`src/verilog/ampm_pkg.sv`:
```
// Purpose: Shared constants and types for the add-on address/pass-thru register block
// Assumes: Add-on bus and PCI side both run on the PCI clock
// Notes:   Offsets are add-on byte addresses
package ampm_pkg;
    // ------------------------------------------------------------------
    // Register map
    // ------------------------------------------------------------------
    localparam logic [7:0]  OFS_MW_ADDR   = 8'h24;
    localparam logic [7:0]  OFS_PT_ADDR   = 8'h28;
    localparam logic [7:0]  OFS_PT_DATA   = 8'h2c;
    localparam logic [7:0]  OFS_MR_ADDR   = 8'h30;
    localparam logic [7:0]  OFS_MB_STATUS = 8'h34;
    localparam logic [31:0] RST_MW_ADDR   = 32'h00000000;
    localparam logic [31:0] RST_MR_ADDR   = 32'h00000000;
    localparam logic [31:0] RST_MB_STATUS = 32'h00000000;
    localparam logic [31:0] RST_PT        = 32'h00000000;
    // ------------------------------------------------------------------
    // Field layout and sizes
    // ------------------------------------------------------------------
    localparam int          DATA_W        = 32;
    localparam int          CNT_W         = 30;
    localparam int          MB_HALF       = 16;
    localparam int          FIFO_DEPTH    = 16;
    localparam logic [1:0]  DWORD_LSBS    = 2'h0;
    localparam logic [29:0] DWORD_STEP    = 30'h00000001;
    // ------------------------------------------------------------------
    // Types
    // ------------------------------------------------------------------
    typedef struct packed {
        logic        sel;
        logic        wr;
        logic        rd;
        logic [7:0]  addr;
        logic [3:0]  be;
        logic [31:0] wdata;
    } ampm_req_s;
    typedef struct packed {
        logic        hit;
        logic [3:0]  region;
        logic        is_wr;
        logic [31:0] addr;
        logic [31:0] wdata;
    } ampm_pthit_s;
    typedef enum logic [1:0] {
        PT_IDLE = 2'b00,
        PT_WR   = 2'b01,
        PT_RD   = 2'b10
    } ampm_pt_e;
endpackage

```
`src/verilog/ampm_fifo.sv`:
```
// Purpose: Synchronous FIFO with valid/ready on both sides
// Assumes: Single clock, depth a power of two
// Notes:   Full and empty are exact
`timescale 1ns/100ps
`default_nettype none
module ampm_fifo #(
    parameter int WIDTH = 32,
    parameter int DEPTH = 16
) (
    input  wire logic             i_core_clk, // Clock
    input  wire logic             i_rstn,     // Async reset, low
    input  wire logic             i_valid,    // Push request
    output logic                  o_ready,    // Not full
    input  wire logic [WIDTH-1:0] i_data,     // Push data
    output logic                  o_valid,    // Not empty
    input  wire logic             i_ready,    // Pop request
    output logic      [WIDTH-1:0] o_data      // Head word
);
    localparam int AW = $clog2(DEPTH);
    logic [WIDTH-1:0] mem [DEPTH];
    logic [AW:0]      wptr;
    logic [AW:0]      rptr;
    wire              push = i_valid && o_ready;
    wire              pop  = o_valid && i_ready;
    assign o_ready = (wptr - rptr) != (AW+1)'(DEPTH);
    assign o_valid = wptr != rptr;
    assign o_data  = mem[rptr[AW-1:0]];
    always_ff @(posedge i_core_clk or negedge i_rstn) begin
        if (!i_rstn) begin
            wptr <= '0;
            rptr <= '0;
        end else begin
            if (push) wptr <= wptr + 1'b1;
            if (pop) rptr <= rptr + 1'b1;
        end
    end
    always_ff @(posedge i_core_clk) begin
        if (push) mem[wptr[AW-1:0]] <= i_data;
    end
endmodule
`default_nettype wire

```
`src/verilog/ampm_regs.sv`:
```
// Purpose: Add-on master address counters, pass-thru registers, mailbox status
// Assumes: PCI-side strobes are synchronous to i_core_clk
// Notes:   Add-on writes of pass-thru data queue in a 16-word FIFO
`timescale 1ns/100ps
`default_nettype none
// Overview of operation
// [RULE1] Master address registers reachable from add-on only with bus mastering enabled
// [RULE2] Master address counters are 30 bits, low two bits always zero
// [RULE3] Initiator starts master transfers DWORD aligned with non-zero byte count
// [RULE4] Write address counter always points at next unwritten PCI location
// [RULE5] Read address counter always points at next unread PCI location
// [RULE6] Master address registers readable mid-transfer to monitor progress
// [RULE7] Master address phase drives AD bits one and zero as zero
// [RULE8] Address bit A1 stays zero while master, signalling burst capability
// [RULE9] Pass-thru region hit captures address and asserts attention
// [RULE10] Wait states continue until data moves or initiator aborts
// [RULE11] Add-on reads data for PCI write hit, writes it for read hit
// [RULE12] Mailbox status: outgoing in upper half, incoming in lower half
// [RULE13] Status bit set when byte written, cleared when read by receiver
// [RULE14] Incoming carries PCI to add-on, outgoing carries add-on to PCI
// [RULE15] One bit per byte, mailbox four byte three highest in each half
// [RULE16] Each transferred DWORD advances the address counter by four bytes
module ampm_regs (
    input  wire logic                 i_core_clk,      // PCI clock
    input  wire logic                 i_rstn,          // Async reset, low
    input  wire ampm_pkg::ampm_req_s  i_req,           // Add-on register access
    output logic               [31:0] o_rdata,         // Add-on read data
    output logic                      o_rvalid,        // Read data valid pulse
    output logic                      o_ptd_wready,    // Pass-thru data FIFO has room
    input  wire logic                 i_master_en,     // Add-on bus mastering enabled
    input  wire logic                 i_mw_dword_done, // Master write DWORD done
    input  wire logic                 i_mr_dword_done, // Master read DWORD done
    output logic               [31:0] o_mw_pci_addr,   // Master write address phase
    output logic               [31:0] o_mr_pci_addr,   // Master read address phase
    input  wire ampm_pkg::ampm_pthit_s i_pt,           // PCI pass-thru hit
    input  wire logic                 i_pt_abort,      // Initiator aborted cycle
    input  wire logic                 i_pt_rready,     // PCI takes read data
    output logic                      o_pt_wait,       // Insert PCI wait states
    output logic               [31:0] o_pt_rdata,      // Data for PCI read hit
    output logic                      o_pt_rvalid,     // Read data offered
    output logic                      o_pt_done,       // Pass-thru completed pulse
    output logic                      o_passthru_attention_n, // Attention, low
    input  wire logic          [15:0] i_in_mb_wr,      // PCI wrote incoming bytes
    input  wire logic          [15:0] i_in_mb_rd,      // Add-on read incoming bytes
    input  wire logic          [15:0] i_out_mb_wr,     // Add-on wrote outgoing bytes
    input  wire logic          [15:0] i_out_mb_rd      // PCI read outgoing bytes
);
    // ------------------------------------------------------------------
    // Byte lane merge
    // ------------------------------------------------------------------
    function automatic logic [31:0] merge(input logic [31:0] old_v,
                                          input logic [31:0] new_v,
                                          input logic [3:0]  be);
        logic [31:0] r;
        r = old_v;
        for (int b = 0; b < 4; b++) begin
            if (be[b]) begin
                r[8*b +: 8] = new_v[8*b +: 8];
            end
        end
        return r;
    endfunction

    logic [29:0]        mw_cnt;
    logic [29:0]        mr_cnt;
    logic [31:0]        pt_addr;
    logic [31:0]        pt_data;
    logic [31:0]        mb_status;
    ampm_pkg::ampm_pt_e pt_state;
    ampm_pkg::ampm_pt_e next_pt_state;
    logic               fifo_out_valid;

    // ------------------------------------------------------------------
    // Decode
    // ------------------------------------------------------------------
    wire wr_any  = i_req.sel && i_req.wr;
    wire rd_any  = i_req.sel && i_req.rd;
    wire hit_mw  = i_req.addr == ampm_pkg::OFS_MW_ADDR;
    wire hit_mr  = i_req.addr == ampm_pkg::OFS_MR_ADDR;
    wire hit_pta = i_req.addr == ampm_pkg::OFS_PT_ADDR;
    wire hit_ptd = i_req.addr == ampm_pkg::OFS_PT_DATA;
    wire hit_mb  = i_req.addr == ampm_pkg::OFS_MB_STATUS;

    // ------------------------------------------------------------------
    // Write and read strobes
    // ------------------------------------------------------------------
    wire wr_mw   = wr_any && hit_mw && i_master_en; // RULE1
    wire wr_mr   = wr_any && hit_mr && i_master_en; // RULE1
    wire wr_ptd  = wr_any && hit_ptd;
    wire rd_ptd  = rd_any && hit_ptd;

    // ------------------------------------------------------------------
    // Counter views and read select
    // ------------------------------------------------------------------
    wire [31:0] mw_full   = {mw_cnt, ampm_pkg::DWORD_LSBS}; // RULE2
    wire [31:0] mr_full   = {mr_cnt, ampm_pkg::DWORD_LSBS}; // RULE2
    wire [31:0] mw_merged = merge(mw_full, i_req.wdata, i_req.be);
    wire [31:0] mr_merged = merge(mr_full, i_req.wdata, i_req.be);

    wire [31:0] next_rdata =
        (hit_mw && i_master_en) ? mw_full :  // RULE1 RULE6
        (hit_mr && i_master_en) ? mr_full :  // RULE1 RULE6
        hit_pta ? pt_addr :
        hit_ptd ? pt_data :
        hit_mb  ? mb_status : 32'h00000000;

    // ------------------------------------------------------------------
    // Master address counters
    // ------------------------------------------------------------------
    always_ff @(posedge i_core_clk or negedge i_rstn) begin
        if (!i_rstn) begin
            mw_cnt <= ampm_pkg::RST_MW_ADDR[31:2];
            mr_cnt <= ampm_pkg::RST_MR_ADDR[31:2];
        end else begin
            if (wr_mw) begin
                mw_cnt <= mw_merged[31:2]; // RULE1
            end else if (i_mw_dword_done) begin
                mw_cnt <= mw_cnt + ampm_pkg::DWORD_STEP; // RULE4 RULE16
            end
            if (wr_mr) begin
                mr_cnt <= mr_merged[31:2]; // RULE1
            end else if (i_mr_dword_done) begin
                mr_cnt <= mr_cnt + ampm_pkg::DWORD_STEP; // RULE5 RULE16
            end
        end
    end

    assign o_mw_pci_addr = mw_full; // RULE7 RULE8
    assign o_mr_pci_addr = mr_full; // RULE7 RULE8

    // ------------------------------------------------------------------
    // Register read port
    // ------------------------------------------------------------------
    always_ff @(posedge i_core_clk or negedge i_rstn) begin
        if (!i_rstn) begin
            o_rdata  <= 32'h00000000;
            o_rvalid <= 1'b0;
        end else begin
            o_rvalid <= rd_any;
            if (rd_any) begin
                o_rdata <= next_rdata; // RULE6
            end
        end
    end

    // ------------------------------------------------------------------
    // Pass-thru handshake
    // ------------------------------------------------------------------
    wire pt_take    = (pt_state == ampm_pkg::PT_IDLE) && i_pt.hit && (|i_pt.region);
    wire pt_rd_pop  = (pt_state == ampm_pkg::PT_RD) && fifo_out_valid && i_pt_rready;
    wire pt_wr_done = (pt_state == ampm_pkg::PT_WR) && rd_ptd;
    always_comb begin
        next_pt_state = pt_state;
        case (pt_state)
            ampm_pkg::PT_IDLE: begin
                if (pt_take) next_pt_state = i_pt.is_wr ? ampm_pkg::PT_WR : ampm_pkg::PT_RD; // RULE9
            end
            ampm_pkg::PT_WR: begin
                if (i_pt_abort || rd_ptd) next_pt_state = ampm_pkg::PT_IDLE; // RULE10 RULE11
            end
            ampm_pkg::PT_RD: begin
                if (i_pt_abort || pt_rd_pop) next_pt_state = ampm_pkg::PT_IDLE; // RULE10 RULE11
            end
            default: next_pt_state = ampm_pkg::PT_IDLE;
        endcase
    end

    // ------------------------------------------------------------------
    // Pass-thru capture
    // ------------------------------------------------------------------
    always_ff @(posedge i_core_clk or negedge i_rstn) begin
        if (!i_rstn) begin
            pt_state  <= ampm_pkg::PT_IDLE;
            pt_addr   <= ampm_pkg::RST_PT;
            pt_data   <= ampm_pkg::RST_PT;
            o_pt_done <= 1'b0;
        end else begin
            pt_state  <= next_pt_state;
            o_pt_done <= (pt_wr_done || pt_rd_pop) && !i_pt_abort;
            if (pt_take) begin
                pt_addr <= i_pt.addr; // RULE9
            end
            if (pt_take && i_pt.is_wr) begin
                pt_data <= i_pt.wdata;
            end else if (wr_ptd) begin
                pt_data <= i_req.wdata;
            end
        end
    end

    assign o_pt_wait              = pt_state != ampm_pkg::PT_IDLE; // RULE10
    assign o_passthru_attention_n = pt_state == ampm_pkg::PT_IDLE; // RULE9
    assign o_pt_rvalid            = (pt_state == ampm_pkg::PT_RD) && fifo_out_valid;

    // Add-on read responses queue here ahead of PCI reads
    ampm_fifo #(
        .WIDTH (ampm_pkg::DATA_W),
        .DEPTH (ampm_pkg::FIFO_DEPTH)
    ) u_ptd_fifo (
        .i_core_clk (i_core_clk),
        .i_rstn     (i_rstn),
        .i_valid    (wr_ptd), // RULE11
        .o_ready    (o_ptd_wready),
        .i_data     (i_req.wdata),
        .o_valid    (fifo_out_valid),
        .i_ready    (pt_rd_pop),
        .o_data     (o_pt_rdata)
    );

    // ------------------------------------------------------------------
    // Mailbox byte fill status
    // ------------------------------------------------------------------
    wire [31:0] mb_set = {i_out_mb_wr, i_in_mb_wr}; // RULE12 RULE14 RULE15
    wire [31:0] mb_clr = {i_out_mb_rd, i_in_mb_rd}; // RULE12 RULE14 RULE15
    always_ff @(posedge i_core_clk or negedge i_rstn) begin
        if (!i_rstn) begin
            mb_status <= ampm_pkg::RST_MB_STATUS;
        end else begin
            mb_status <= (mb_status & ~mb_clr) | mb_set; // RULE13
        end
    end
endmodule
`default_nettype wire

```
`config.mk`:
```
export PLATFORM = sky130hd
export DESIGN_NAME = ampm_regs
export DESIGN_NICKNAME = d
export VERILOG_FILES = /design/src/verilog/ampm_pkg.sv /design/src/verilog/ampm_fifo.sv /design/src/verilog/ampm_regs.sv
export SDC_FILE = /design/constraint.sdc
export NUM_CORES = 1
export LEC_CHECK = 0
export BUFFER_PORTS_ARGS = -buffer_cell sky130_fd_sc_hd__buf_4
export CAP_MARGIN = 20
export CELL_PAD_IN_SITES_DETAIL_PLACEMENT = 0
export CELL_PAD_IN_SITES_GLOBAL_PLACEMENT = 1
export CORE_MARGIN = 10
export CORE_UTILIZATION = 46
export DETAILED_ROUTE_END_ITERATION = 10
export PLACE_DENSITY = 0.78
export SLEW_MARGIN = 40
export SYNTH_ARGS = -nofsm -noshare
export SYNTH_HDL_FRONTEND = slang
export SYNTH_SLANG_ARGS = --single-unit
export TNS_END_PERCENT = 30
```
`constraint.sdc`:
```
create_clock -name i_core_clk -period 9.3 [get_ports i_core_clk]
set_clock_uncertainty 0.05 [all_clocks]
set_input_delay 0 -clock i_core_clk [delete_from_list [all_inputs] [get_ports i_core_clk]]
set_output_delay 0 -clock i_core_clk [all_outputs]
set_load 0.05 [all_outputs]
```
### Word-level counts from Yosys, hierarchy flattened

Memory sizes are Yosys's and may differ from the RTL's.
Cells that the tools add are included.

* bits in registers: 202
* latch bits: 0
* RAM bits: 512
* memory bits (read-only): 0
* output and inout bits: 134
* memories kept: 1

* add/subtract/negate cells: 5
* $mul: 0
* divide/modulo/power cells: 0
* magnitude comparators: 0
* eq/ne operators: 20
* shifts and indexed selects: 0
* multiplexer cells: 22
* bitwise logic cells: 3
* reductions and logical operators: 38

Memory list
* u_ptd_fifo.mem: depth 16, width 32, rd ports 1, clocked after Yosys merged registers in 0, write ports 1, line ampm_fifo.sv:20 `logic [WIDTH-1:0] mem [DEPTH];`

Operator list (number)
* $mux 32: 7
* $mux 30: 4
* $add 30x1->30 const B: 2
* $eq 8x6->1 const B: 5
* $and 32x32->32: 1
* $mux 8: 4
* $not 32->32: 1
* $or 32x32->32: 1
* $logic_and 1x1->1: 19
* $ne 2x2->1 const B: 8
* $reduce_and 2->1: 8
* $add 5x1->5 const B: 2
* $mux 2: 4
* $reduce_bool 2->1: 4
* $ne 2x1->1 const B: 3
* $pmux 2 s3: 1
* $ne 5x5->1: 1
* $ne 5x5->1 const B: 1
* $sub 5x5->5: 1
* $reduce_or 4->1: 1
* $logic_or 1x1->1: 3
* $reduce_and 3->1: 1
* $eq 2x1->1 const B: 1
* $eq 2x2->1 const B: 1
* other kinds (3): 4

### Logic depth before layout (Yosys ltp)

* depth after elaboration: 6
* depth in mapped cells: 10
* mapped depth without buffers: 7

### Modules after synthesis

Synthesis repeated with hierarchy kept, for this count alone.

* cells, all modules: 2060
* area, all modules: 30579.3 um^2

By module, submodules not included
* ampm_fifo: instances 1, cells each 997, area each 20428.3 um^2, seq. area each 15625.0 um^2
* ampm_regs: instances 1, cells each 1063, area each 10151.0 um^2, seq. area each 4804.6 um^2

### Worst setup path before layout

No wires, ideal clock.

* path kind: reg-to-reg
* from: register u_ptd_fifo.rptr[2]
* to: memory u_ptd_fifo.mem[5][0] (enable)
* library setup time: 461 ps
* arrival time: 4423 ps
* required time: 8789 ps
* slack: 4366 ps
* stages on the path, launching flop included: 11
* path buffers: 3
* cell sequence: dfrtp_1 -> clkbuf_1 -> clkbuf_1 -> inv_1 -> ha_1 -> a21oi_1 -> a211o_1 -> a211oi_2 -> or2_1 -> buf_2 -> nor3_1

* longest elaborated chain between the ends: 5

Ends and longest elaborated chain
* start, declared: line ampm_fifo.sv:22 `logic [AW:0] rptr;`
* start signal, assigned: line ampm_fifo.sv:34 `if (pop) rptr <= rptr + 1'b1;`
* $sub 5x5->5: line ampm_fifo.sv:25 `assign o_ready = (wptr - rptr) != (AW+1)'(DEPTH);`
* $ne 5x5->1: line ampm_fifo.sv:25
* $logic_and 1x1->1: line ampm_fifo.sv:23 `wire push = i_valid && o_ready;`
* $mux 1: line ampm_fifo.sv:38 `if (push) mem[wptr[AW-1:0]] <= i_data;`
* $mux 1 (not written as such): line ampm_fifo.sv:38
* end, declared: line ampm_fifo.sv:20

Every way passes these cells.

### Worst setup path in the final report

* from: register u_ptd_fifo.rptr[2]
* to: memory u_ptd_fifo.mem[6][22] (enable)

The elaborated chain is that of the path after synthesis.

==> results.ini <==
[status]
status = completed

[finish]
utilization_pct = 59.2
mostFrequentLayoutCells = edfxtp_1, buf_4, dlygate4sd3_1
mostFrequentLayoutCell = edfxtp_1
drive_gt1_share_pct = 26.8
multi_input_comb_area_um2 = 8990
nNetsFinal = 2650
synthToLayoutAreaGrowth_pct = 27.1
n_fill_cell = 4878
regArea_um2 = 20400

[die]
die-area_um2 = 76000
coreArea_um2 = 64600
io_pins = 322
start_util_pct = 46.5
num_rows = 93
dieHeight_um = 276
die_x_um = 276

[clock_tree]
cts_buffer_depth = 3
cts-resized-gates = 0
insertion_delay_ns = 0.62
clk_pin_slew_ns = 0.06
clock_tree.root_cell = clkbuf_16
cts_buffers = 73
h-tree-depth = 3
cts.sinks = 714
tritoncts = done

[power_and_ir_drop]
vdd_drop_max_uv = 134
leakage_nw = 14.3
p_per_area_nw_per_um2 = 244

[timing]
slew_violations = 0
hold_viol_final = 0
rsz0062_at_grt = false
fin_setup_tns_ns = 0
post-route-min-period_ns = 3.74
setup_viol = 0
fmax_mhz = 268
period_share_pct = 40.2
worst_slew_pin_slew_ns = 0.816
slew-limit-headroom_pct = 45.6

[logic_synthesis]
yosysWarnings = 0
synthXorXnorAreaFrac_pct = 0.395
netlist_area_um2 = 30100
synth-seq-cells = 714
netlist_top_cells_area = edfxtp_1, dfrtp_1, mux4_2
synth_edf_count = 512
synthSimpleGateAreaFrac_pct = 7.23
synth_cell_types = 79
syn_inst = 1906
synthAdderAreaFrac_pct = 0.458
yosysTopAreaCellShare_pct = 51.1
synth_top_family_by_area = multiplexers
ys_async_sr_fraction_pct = 28.3
ys_seq_area_share_pct = 68.0
synth_ff_type = edfxtp_1
synth-compound-area-share_pct = 8.36
syn_avg_cell_area_um2 = 15.8
yosysTopAreaCell = edfxtp_1
synth_mux_area_share_pct = 13.1

[place]
port_buffers = 317
place_congestion = 0.883
place_hpwl_mm = 57.1

[detailed_routing]
totalWireLength_mm = 88.4
wl_per_cell_um = 26.3
drt_drc_violations_left = 0
ant_nets = 0
vias_per_cell = 5.95
drt_iter0_markers = 1987
dr.pass1.iters = 5
vias = 20000

[critical_path]
cp.arrival_ns = 3.98
path_max_fanout = 36
cp-start-kind = flip-flop
cp-end-kind = flip-flop
cp_data_required_time_ns = 9.54
critPathKind = flip-flop to flip-flop

[global_routing]
grt_usage_pct = 23.3
first_global_vias = 21100
overflow = 0
grt_first_pass_wirelength_mm = 133
grt_max_degree = 71
antenna_found_initial = 1

[job]
drv_cap = 0

[worst_hold_path]
hold_path_class = input port to flip-flop

-- cell usage after synthesis, types with 6 or more instances --
| cell type | instances |
|---|---|
| xnor2_1 | 7 |
| and3_1 | 24 |
| o221a_2 | 8 |
| nand4_1 | 22 |
| inv_1 | 62 |
| o21ai_0 | 63 |
| mux4_2 | 160 |
| a22oi_1 | 29 |
| buf_2 | 20 |
| nand3_1 | 31 |
| nor4b_2 | 6 |
| a311oi_1 | 9 |
| buf_1 | 14 |
| nor3_1 | 23 |
| mux2i_1 | 30 |
| and2_1 | 6 |
| nand2_1 | 165 |
| ha_1 | 11 |
| dfrtp_1 | 202 |
| a221oi_1 | 18 |
| a221o_1 | 17 |
| a21oi_1 | 99 |
| o22a_1 | 15 |
| a211oi_1 | 27 |
| a21o_1 | 36 |
| nor4_1 | 9 |
| buf_4 | 7 |
| or3_1 | 6 |
| edfxtp_1 | 512 |
| clkbuf_1 | 75 |
| o32ai_1 | 13 |
| nor2_1 | 80 |
| and4_1 | 13 |
-- report_power, final --
part	switching (mW)	total, mW	internal, mW
Combinational	1.51	2.70	1.19
Clock	1.22	2.90	1.68
Sequential	0.157	3.72	3.56
Total	2.89	9.33	6.43
-- state kept, by name, indices dropped and copies added (netlist names) --
name	flops
u_ptd_fifo.mem	512
mb_status	32
o_rdata	32
pt_addr	32
pt_data	32
mr_cnt	30
mw_cnt	30
u_ptd_fifo.rptr	5
u_ptd_fifo.wptr	5
pt_state	2
o_pt_done	1
o_rvalid	1
-- stage by stage --
step | worst slack, ns | cell area (um2) | std cells | power, mW | hold slack (ns)
3_3_place_gp | 5.28 | 33400 | 2997 | 6.30 | 0.126
5_1_grt | 5.40 | 38200 | 3362 | 9.67 | 0.0389
4_1_cts | 5.58 | 38200 | 3360 | 9.42 | 0.000352
6_report | 5.56 | 38200 | 3364 | 9.33 | 0.0427
2_1_floorplan | 4.37 | 30100 | 1909 | 5.53 | -0.346
3_5_place_dp | 5.63 | 33500 | 3005 | 6.37 | -0.0104
-- layer usage --
metal / GRT usage (%) / vias to the layer above / part of all wire (%)
met5: 0 / - / 0
met4: 6.49 / 0 / 2.5
met3: 5.20 / 154 / 7.4
met2: 39.9 / 911 / 51
met1: 29.6 / 10300 / 39
li1: - / 8634 / -
-- final timing paths --
path                                                start                         endpoint  slack (ns)  cells past startpoint
max                        u_ptd_fifo.rptr[2]$_DFFE_PN0P_  u_ptd_fifo.mem[6][22]$_DFFE_PP_        5.56                      9
min                                              i_pt[69]           pt_addr[7]$_DFFE_PN0P_        0.04                      5
max reg2reg                u_ptd_fifo.rptr[2]$_DFFE_PN0P_  u_ptd_fifo.mem[6][22]$_DFFE_PP_        5.56                      9
min reg2reg                        pt_addr[0]$_DFFE_PN0P_           pt_addr[0]$_DFFE_PN0P_        0.43                      2
max in group asynchronous                          i_rstn          pt_data[11]$_DFFE_PN0P_        7.40                      5
min in group asynchronous                          i_rstn          pt_addr[20]$_DFFE_PN0P_        0.47                      4
-- cell families (layout without fill, tap and decap cells) --
family	after synthesis	in the layout
mux	192	192
fa+ha+maj	11	11
compound gates	368	368
xor+xnor	12	12
flops	714	714
simple gates	426	426
buf+inv	182	780
other cells	1	6
-- worst max-delay path, cell delays in order (launching register included) --
cell      delay, ns
dfrtp_1        0.33
buf_4          0.54
inv_1          0.10
ha_1           0.38
a21oi_1        0.11
a211o_1        0.31
a211oi_2       0.45
or2_1          0.66
nor3_2         0.10
buf_4          0.34
-- cell type report --
cell class                 count  share of cell area [%]
inverter                      63                   0.619
sequential                   714                    53.5
clock buffer                  99                    5.31
antenna                        2                  0.0131
clock inverter                32                   0.894
tap                          855                    2.80
multi-input combinational   1013                    23.5
timing repair buffer         586                    13.4
-- what timing repair did --
item,CTS,global route
hold endpoints to repair,781,0
buffers inserted,0,0
endpoints found under the setup margin,0,0
hold buffers,224,0
(Power assumes the default switching activity.)
